===== src/include/wls_pkg.sv =====
// Shared constants and types for the write-leveling sequencer
package wls_pkg;

	// Clock and timing
	localparam int CLK_PERIOD_NS  = 40;
	localparam int DQS_HIGH_MIN_NS = 40;
	localparam int DQS_LOW_MIN_NS  = 40;
	localparam int MOD_WAIT_NS     = 480;
	localparam int FB_WAIT_NS      = 360;
	localparam int CNT_W           = 8;

	localparam logic [CNT_W-1:0] DQS_HIGH_CYC =
		CNT_W'((DQS_HIGH_MIN_NS + CLK_PERIOD_NS - 1) / CLK_PERIOD_NS);
	localparam logic [CNT_W-1:0] DQS_LOW_CYC =
		CNT_W'((DQS_LOW_MIN_NS + CLK_PERIOD_NS - 1) / CLK_PERIOD_NS);
	localparam logic [CNT_W-1:0] MOD_WAIT_CYC =
		CNT_W'((MOD_WAIT_NS + CLK_PERIOD_NS - 1) / CLK_PERIOD_NS);
	localparam logic [CNT_W-1:0] FB_WAIT_CYC =
		CNT_W'((FB_WAIT_NS + CLK_PERIOD_NS - 1) / CLK_PERIOD_NS);

	// Widths
	localparam int DQ_W    = 8;
	localparam int ADDR_W  = 14;
	localparam int BA_W    = 3;
	localparam int DELAY_W = 6;
	localparam int IVL_W   = 8;

	// Leveling delay range
	localparam logic [DELAY_W-1:0] DELAY_MAX  = 6'h3F;
	localparam logic [DELAY_W-1:0] DELAY_RST  = 6'h00;

	// Mode register 1 select and leveling enable bit position
	localparam logic [BA_W-1:0]   BA_MR1      = 3'h1;
	localparam int                MR1_WL_BIT  = 7;
	localparam logic [ADDR_W-1:0] MR1_BASE    = 14'h0000;

	// Command bus word
	typedef struct packed {
		logic              csN;
		logic              rasN;
		logic              casN;
		logic              weN;
		logic [BA_W-1:0]   ba;
		logic [ADDR_W-1:0] addr;
	} wls_cmd_t;

	localparam wls_cmd_t CMD_NOP = '{csN: 1'b0, rasN: 1'b1, casN: 1'b1, weN: 1'b1,
		ba: 3'h0, addr: 14'h0000};
	localparam wls_cmd_t CMD_DESELECT = '{csN: 1'b1, rasN: 1'b1, casN: 1'b1, weN: 1'b1,
		ba: 3'h0, addr: 14'h0000};

	// Strobe pin group
	typedef struct packed {
		logic dqs;
		logic dqsN;
		logic oe;
	} wls_strobe_t;

	localparam wls_strobe_t STROBE_RST = '{dqs: 1'b0, dqsN: 1'b1, oe: 1'b0};

	// Sequencer states, one-hot
	typedef enum logic [9:0] {
		ST_IDLE     = 10'h001,
		ST_MRS_ON   = 10'h002,
		ST_MOD_WAIT = 10'h004,
		ST_PREAMBLE = 10'h008,
		ST_HIGH     = 10'h010,
		ST_LOW      = 10'h020,
		ST_FB_WAIT  = 10'h040,
		ST_SAMPLE   = 10'h080,
		ST_MRS_OFF  = 10'h100,
		ST_DONE     = 10'h200
	} wls_state_t;

endpackage : wls_pkg


===== src/logic/wls_sequencer.sv =====
// DDR3 write-leveling sequencer: mode entry, strobe pulses, feedback search
`timescale 1ns/1ns
// Function
// - Before the first rising strobe edge the strobe is driven low for at least the low time, never high straight from tri-state.
// - Leveling mode is entered with a mode register set to MR1 before any leveling strobe.
// - Each strobe pulse keeps at least the minimum high and low widths of ordinary writes.
// - Only no-operation or deselect commands go out between the mode command and the strobes.
// - Strobe timing refers to the crossing of the true and complement strobe lines.
// - Incremental leveling intervals set to zero disable periodic re-leveling, automatic leveling stays usable.
module wls_sequencer (
	input  wire logic                      clk,
	input  wire logic                      resetn,
	input  wire logic                      start,
	input  wire logic                      fbAllLines,
	input  wire logic [wls_pkg::IVL_W-1:0] incrIntervalLvl,
	input  wire logic [wls_pkg::IVL_W-1:0] incrIntervalRamp,
	input  wire logic                      memCk,
	input  wire logic [wls_pkg::DQ_W-1:0]  dqFeedback,
	output wls_pkg::wls_cmd_t              cmd_r,
	output wls_pkg::wls_strobe_t           strobe_r,
	output logic [wls_pkg::DELAY_W-1:0]    levelDelay_r,
	output logic                           busy_r,
	output logic                           done_r,
	output logic                           fail_r,
	output logic                           fbFault_r
);
	import wls_pkg::*;

	wls_state_t         state_r;
	wls_state_t         state_nxt;
	logic [CNT_W-1:0]   cnt_r;
	logic [DELAY_W-1:0] delay_r;
	logic               fbPrev_r;
	logic               ckPrev_r;
	logic [1:0]         ckSettle_r;
	logic               ckSync;
	logic [DQ_W-1:0]    fbSync;
	logic               ckRise;
	logic               fbBit;
	logic               fbOthersHigh;
	logic               found;
	logic               exhausted;
	logic [IVL_W-1:0]   interval;
	logic [IVL_W-1:0]   ivlCnt_r;
	logic               incrKick;
	logic               cntDone;

	// Pin synchronisers
	wls_sync #(.W(1)) ckSyncInst (
		.clk     (clk),
		.resetn  (resetn),
		.asyncIn (memCk),
		.syncOut (ckSync)
	);

	wls_sync #(.W(DQ_W)) fbSyncInst (
		.clk     (clk),
		.resetn  (resetn),
		.asyncIn (dqFeedback),
		.syncOut (fbSync)
	);

	// Memory clock edge finder, held off until the synchroniser has settled
	always_ff @(posedge clk or negedge resetn) begin
		if (!resetn) begin
			ckPrev_r   <= 1'b0;
			ckSettle_r <= 2'h0;
		end else begin
			ckPrev_r <= ckSync;
			if (!(&ckSettle_r)) begin
				ckSettle_r <= ckSettle_r + 2'h1;
			end
		end
	end

	assign ckRise = ckSync & ~ckPrev_r & (&ckSettle_r);

	// Feedback decode, prime line or all lines
	always_comb begin
		if (fbAllLines) begin
			fbBit        = &fbSync;
			fbOthersHigh = 1'b0;
		end else begin
			fbBit        = fbSync[0];
			fbOthersHigh = |fbSync[DQ_W-1:1];
		end
	end

	assign found     = fbBit & ~fbPrev_r;
	assign exhausted = (delay_r == DELAY_MAX);
	assign cntDone   = (cnt_r == '0);

	// Incremental interval select, zero disables
	assign interval = (incrIntervalLvl != '0) ? incrIntervalLvl : incrIntervalRamp;
	assign incrKick = (interval != '0) && (ivlCnt_r == interval) && ckRise;

	// Next state
	always_comb begin
		state_nxt = state_r;
		case (state_r)
			ST_IDLE: begin
				if (start) begin
					state_nxt = ST_MRS_ON;
				end
			end
			ST_MRS_ON: begin
				if (ckRise) begin
					state_nxt = ST_MOD_WAIT;
				end
			end
			ST_MOD_WAIT: begin
				if (cntDone) begin
					state_nxt = ST_PREAMBLE;
				end
			end
			ST_PREAMBLE: begin
				if (cntDone) begin
					state_nxt = ST_HIGH;
				end
			end
			ST_HIGH: begin
				if (cntDone) begin
					state_nxt = ST_LOW;
				end
			end
			ST_LOW: begin
				if (cntDone) begin
					state_nxt = ST_FB_WAIT;
				end
			end
			ST_FB_WAIT: begin
				if (cntDone) begin
					state_nxt = ST_SAMPLE;
				end
			end
			ST_SAMPLE: begin
				if (found || exhausted) begin
					state_nxt = ST_MRS_OFF;
				end else begin
					state_nxt = ST_PREAMBLE;
				end
			end
			ST_MRS_OFF: begin
				if (ckRise) begin
					state_nxt = ST_DONE;
				end
			end
			ST_DONE: begin
				if (start || incrKick) begin
					state_nxt = ST_MRS_ON;
				end
			end
			default: begin
				state_nxt = ST_IDLE;
			end
		endcase
	end

	always_ff @(posedge clk or negedge resetn) begin
		if (!resetn) begin
			state_r <= ST_IDLE;
		end else begin
			state_r <= state_nxt;
		end
	end

	// Phase counter, loaded on entry to each timed state
	always_ff @(posedge clk or negedge resetn) begin
		if (!resetn) begin
			cnt_r <= '0;
		end else if (state_r == ST_MRS_ON && ckRise) begin
			cnt_r <= MOD_WAIT_CYC - 8'h01;
		end else if ((state_r == ST_MOD_WAIT && cntDone) ||
				(state_r == ST_SAMPLE && !found && !exhausted)) begin
			cnt_r <= DQS_LOW_CYC - 8'h01 + CNT_W'(delay_r);
		end else if (state_r == ST_PREAMBLE && cntDone) begin
			cnt_r <= DQS_HIGH_CYC - 8'h01;
		end else if (state_r == ST_HIGH && cntDone) begin
			cnt_r <= DQS_LOW_CYC - 8'h01;
		end else if (state_r == ST_LOW && cntDone) begin
			cnt_r <= FB_WAIT_CYC - 8'h01;
		end else if (!cntDone) begin
			cnt_r <= cnt_r - 8'h01;
		end
	end

	// Command bus
	always_ff @(posedge clk or negedge resetn) begin
		if (!resetn) begin
			cmd_r <= CMD_DESELECT;
		end else if (ckRise) begin
			if (state_r == ST_MRS_ON || state_r == ST_MRS_OFF) begin
				cmd_r.csN  <= 1'b0;
				cmd_r.rasN <= 1'b0;
				cmd_r.casN <= 1'b0;
				cmd_r.weN  <= 1'b0;
				cmd_r.ba   <= BA_MR1;
				cmd_r.addr <= MR1_BASE;
				cmd_r.addr[MR1_WL_BIT] <= (state_r == ST_MRS_ON);
			end else if (state_r == ST_IDLE || state_r == ST_DONE) begin
				cmd_r <= CMD_DESELECT;
			end else begin
				cmd_r <= CMD_NOP;
			end
		end
	end

	// Differential strobe, both lines from one flop stage
	always_ff @(posedge clk or negedge resetn) begin
		if (!resetn) begin
			strobe_r <= STROBE_RST;
		end else begin
			case (state_nxt)
				ST_PREAMBLE, ST_LOW, ST_FB_WAIT, ST_SAMPLE: begin
					strobe_r.oe   <= 1'b1;
					strobe_r.dqs  <= 1'b0;
					strobe_r.dqsN <= 1'b1;
				end
				ST_HIGH: begin
					strobe_r.oe   <= 1'b1;
					strobe_r.dqs  <= 1'b1;
					strobe_r.dqsN <= 1'b0;
				end
				default: begin
					strobe_r <= STROBE_RST;
				end
			endcase
		end
	end

	// Delay search and result
	always_ff @(posedge clk or negedge resetn) begin
		if (!resetn) begin
			delay_r      <= DELAY_RST;
			fbPrev_r     <= 1'b0;
			levelDelay_r <= DELAY_RST;
			fail_r       <= 1'b0;
		end else if (state_r == ST_MRS_ON) begin
			delay_r  <= DELAY_RST;
			fbPrev_r <= 1'b1;
		end else if (state_r == ST_SAMPLE) begin
			fbPrev_r <= fbBit;
			if (found) begin
				levelDelay_r <= delay_r;
				fail_r       <= 1'b0;
			end else if (exhausted) begin
				fail_r <= 1'b1;
			end else begin
				delay_r <= delay_r + 6'h01;
			end
		end
	end

	// Unused feedback lines seen high during a run
	always_ff @(posedge clk or negedge resetn) begin
		if (!resetn) begin
			fbFault_r <= 1'b0;
		end else if (state_r == ST_MRS_ON) begin
			fbFault_r <= 1'b0;
		end else if (state_r == ST_SAMPLE && fbOthersHigh) begin
			fbFault_r <= 1'b1;
		end
	end

	// Periodic incremental re-leveling counter
	always_ff @(posedge clk or negedge resetn) begin
		if (!resetn) begin
			ivlCnt_r <= '0;
		end else if (state_r != ST_DONE || interval == '0) begin
			ivlCnt_r <= '0;
		end else if (ckRise && ivlCnt_r != interval) begin
			ivlCnt_r <= ivlCnt_r + 8'h01;
		end
	end

	// Status
	always_ff @(posedge clk or negedge resetn) begin
		if (!resetn) begin
			busy_r <= 1'b0;
			done_r <= 1'b0;
		end else begin
			busy_r <= (state_nxt != ST_IDLE) && (state_nxt != ST_DONE);
			done_r <= (state_nxt == ST_DONE);
		end
	end

endmodule : wls_sequencer


===== src/logic/wls_sync.sv =====
// Two-flop synchroniser for inputs from outside the clock domain
`timescale 1ns/1ns
module wls_sync #(
	parameter int W = 1
) (
	input  wire logic         clk,
	input  wire logic         resetn,
	input  wire logic [W-1:0] asyncIn,
	output logic      [W-1:0] syncOut
);

	logic [W-1:0] stage1_r;

	always_ff @(posedge clk or negedge resetn) begin
		if (!resetn) begin
			stage1_r <= '0;
			syncOut  <= '0;
		end else begin
			stage1_r <= asyncIn;
			syncOut  <= stage1_r;
		end
	end

endmodule : wls_sync


===== config.mk =====
export PLATFORM = sky130hd
export DESIGN_NAME = wls_sequencer
export DESIGN_NICKNAME = d
export VERILOG_FILES = /design/src/include/wls_pkg.sv /design/src/logic/wls_sequencer.sv /design/src/logic/wls_sync.sv
export SDC_FILE = /design/constraint.sdc
export NUM_CORES = 1
export LEC_CHECK = 0
export ABC_AREA = 1
export BUFFER_PORTS_ARGS = -buffer_cell sky130_fd_sc_hd__buf_2
export CORE_MARGIN = 2
export CORE_UTILIZATION = 52
export CTS_BUF_LIST = sky130_fd_sc_hd__clkbuf_4 sky130_fd_sc_hd__clkbuf_8 sky130_fd_sc_hd__clkbuf_16
export DETAILED_ROUTE_END_ITERATION = 8
export PLACE_DENSITY_LB_ADDON = 0.12
export SETUP_SLACK_MARGIN = 0.1
export SLEW_MARGIN = 20
export SYNTH_ARGS = -nofsm -noshare
export SYNTH_HDL_FRONTEND = slang
export SYNTH_SLANG_ARGS = --single-unit

===== constraint.sdc =====
create_clock -name clk -period 2.9 [get_ports clk]
set_input_delay 0.145 -clock clk [delete_from_list [all_inputs] [get_ports clk]]
set_output_delay 0.145 -clock clk [all_outputs]
set_load 0.02 [all_outputs]

==> run metrics <==
switch share 0.343; global-route wire length before repair 15200 um; GPL Wtd Cong 1.01; status finished clean; CP Max Fanout 14; Pleak 0.00236 uW; ANT cells 0; # rows 32; footprint of the multi-input gates 0.00186 sq mm; Reg2Reg Depth 12; drt wl/cell 13.0 um; WP data required 3.14 ns; GR Util All Layers 0.227; Post-synth ARST share 1.00; MaxCap Viol Count 0; Syn Std Cell Area 0.00403 sq mm; area leader, netlist dfrtp_1; total grt overflow 0; Yosys reg bits 71; Die X 92.1 um; CP endpoint kind register; # port buffers 47; area delta synth->final 14.7%; Synth area leaders dfrtp_1 42%, nand2_1 11%, inv_1 6.3%; Buffers & Inverters on Critical Path 3; clk_skew 0.00848 ns; Net Sw Power 938 uW; Hold Slack 0.125 ns; total negative slack 0 ns; max incr delay on CP 0.38 ns; placed cell areas 0.00432 sq mm; Top Ports 63; Power Internal 1790 uW; worst-skew pair later-pin latency 0.35 ns; root buffer cell clkbuf_8; VDD IR max 0.404 mV; Slowest-stage cell, CP dfrtp_1; number of nets in the layout 609; Seq/Total Area, Yosys 0.442; cts bufs inserted 9; total placed cells including tap cells 656; fin crit share 0.750; clk sinks 71; Reg area 0.00178 sq mm; Final Hold Fails 0; CTS resizes 0; initial core utilization 0.530; Post-synth EDFFs 0; Clock Pin Slew Worst Setup and Hold Paths 0.08 ns; full die area 0.00848 sq mm; vias in the first global route 3286; CTS tree built; DR vias/cell 5.09; type of the worst setup path register to register; 1st-iter DRT viols 255; DRT Pass-1 Iters 5; most frequent cells in the layout 117 x nand2_1, 68 x inv_1, 67 x dfrtp_1; total number of vias 3471; synthesized instance count 511; HPWL after DPL 6750 um; sequence of cells on the critical path inv_1, ha_1, nor3b_1, nand2_1, inv_2, nand4_1, nand2_1, inv_2, nand4_1, nand3_1, nand2_1, nand2_1; sequential power share 0.438; Slew HR 0.564; DRC Markers 0; post-layout instance area 0.00463 sq mm; initial antenna violation count 0; Die Ht 92.1 um; Ys Warns 0; Mapped Avg Cell Area 7.89 sq um; Gate power share 0.272; largest net degree at the start of global routing 45; clock buffer depth 2; Yosys cell types 45; Worst EP arrival 2.42 ns; top-area cell type share of the netlist area 0.416; Final Setup Violations 0; Max Freq 460 MHz; critical path launch point type register; core area 0.00761 sq mm; Tmin final 2.17 ns; utilization after layout 0.608; ANT nets after route 0; Routed Wire Length 8860 um; Tightest Hold Check Type input port to register; CP Depth 12; fillers 681; PwrDens 591 mW/mm^2; most common library cell in the layout ignoring fill and taps nand2_1; Clock power frac 0.291; fraction of layout cells with a size suffix above 1 0.212; slew at the pin closest to its max-slew limit 0.654 ns; Largest delay share family, worst path simple AND/OR/NAND/NOR gates; Hold Crit Depth 4; cell mode on critical path nand2_1; Non-Filler Instances 682; RSZ-0062 raised after global routing no; CTS H-tree lvls 3; max-slew violation count 0; setup bufs post-CTS 0; Synth Flop Type dfrtp_1
through the flow:
step	total power (uW)	setup WS [ns]
3_3_place_gp	1930	0.744
3_5_place_dp	1940	0.761
6_report	2730	0.726
5_1_grt	2900	0.484
2_1_floorplan	1750	1.13
4_1_cts	2750	0.706
worst register-to-register path, cell delays in order (launching register included):
cell	delay, ns
dfrtp_1	0.38
inv_1	0.16
ha_1	0.16
nor3b_1	0.17
nand2_1	0.34
inv_2	0.24
nand4_1	0.12
nand2_1	0.16
inv_2	0.08
nand4_1	0.08
nand3_1	0.08
nand2_1	0.06
nand2_1	0.05
synthesized netlist by cell type, types with 2 or more instances:
master / n
xnor2_1: 4
or2_2: 2
a21oi_1: 15
nand2_1: 117
nand4_2: 3
dfrtp_1: 67
inv_2: 9
dfstp_2: 4
nand3b_1: 2
nand2_4: 3
a21oi_2: 2
nand2_2: 8
nor2_2: 12
o21ai_1: 3
buf_4: 17
nor4_1: 2
nand3_4: 2
ha_1: 5
o31ai_1: 2
inv_1: 68
nor2_1: 44
nor3_2: 3
nor3_1: 17
a21boi_1: 2
o21ai_0: 19
nor2_4: 4
xor2_1: 3
nand3_1: 41
nand4_1: 15
final cells by class:
class                   count  share of cell area
multi-input cells         356               0.402
flip-flops and latches     71               0.385
repair buffers             58              0.0768
inverters                  79              0.0649
clock buffers              10              0.0284
well taps                 102              0.0276
clock inverters             6              0.0151
path summary, 6_finish.rpt:
path                                                        from                         endpoint  slack [ns]
worst max-delay path                        cnt_r[0]$_DFFE_PN0P_             cnt_r[0]$_DFFE_PN0P_        0.73
max in group asynchronous                                 resetn             state_r[0]$_DFF_PN1_        1.82
worst min-delay path                                  fbAllLines            fbFault_r$_DFFE_PN0P_        0.13
worst min register to register  fbSyncInst.stage1_r[7]$_DFF_PN0_  fbSyncInst.syncOut[7]$_DFF_PN0_        0.35
worst max register to register              cnt_r[0]$_DFFE_PN0P_             cnt_r[0]$_DFFE_PN0P_        0.73
min in group asynchronous                                 resetn             cnt_r[3]$_DFFE_PN0P_        0.36
registers in the layout, summed over array words and instances, names as in the netlist:
signal               count
busy_r                   1
ckPrev_r                 1
ckSettle_r               2
ckSyncInst.stage1_r      1
ckSyncInst.syncOut       1
cmd_r                    4
cnt_r                    8
delay_r                  6
done_r                   1
fail_r                   1
fbFault_r                1
fbPrev_r                 1
fbSyncInst.stage1_r      8
fbSyncInst.syncOut       8
ivlCnt_r                 8
levelDelay_r             6
state_r                 10
strobe_r                 3
logic make-up after synthesis:
logic type               count (synthesis)  synth area share
adder cells (fa/ha/maj)                  5            0.0155
flip-flops                              71             0.442
buffers and inverters                   98             0.110
AO/OA/AOI/OAI                           50            0.0735
multiplexers                             1           0.00279
XOR/XNOR                                 7            0.0152
AND/OR/NAND/NOR                        278             0.340
other                                    1          0.000930
power groups by stage:
stage               Sequential [uW]  Combinational (uW)  Clock [uW]
floorplan                      1230                 522           0
global placement               1210                 717           0
detailed placement             1210                 725           0
CTS                            1200                 744         813
global route                   1210                 824         861
finish                         1200                 742         795
routing by layer:
metal,GRT usage,up-vias,part of all wire
li1,-,1739,-
met1,0.315,1599,0.46
met2,0.361,119,0.46
met3,0.0403,14,0.060
met4,0.0796,0,0.018
met5,0,-,0
timing repair:
| action | CTS | global route |
|---|---|---|
| setup endpoints to repair | 0 | 0 |
| hold buffers | 10 | 0 |
| endpoints found under the hold margin | 36 | 0 |
Note: power is estimated with default switching activity, not from simulation.
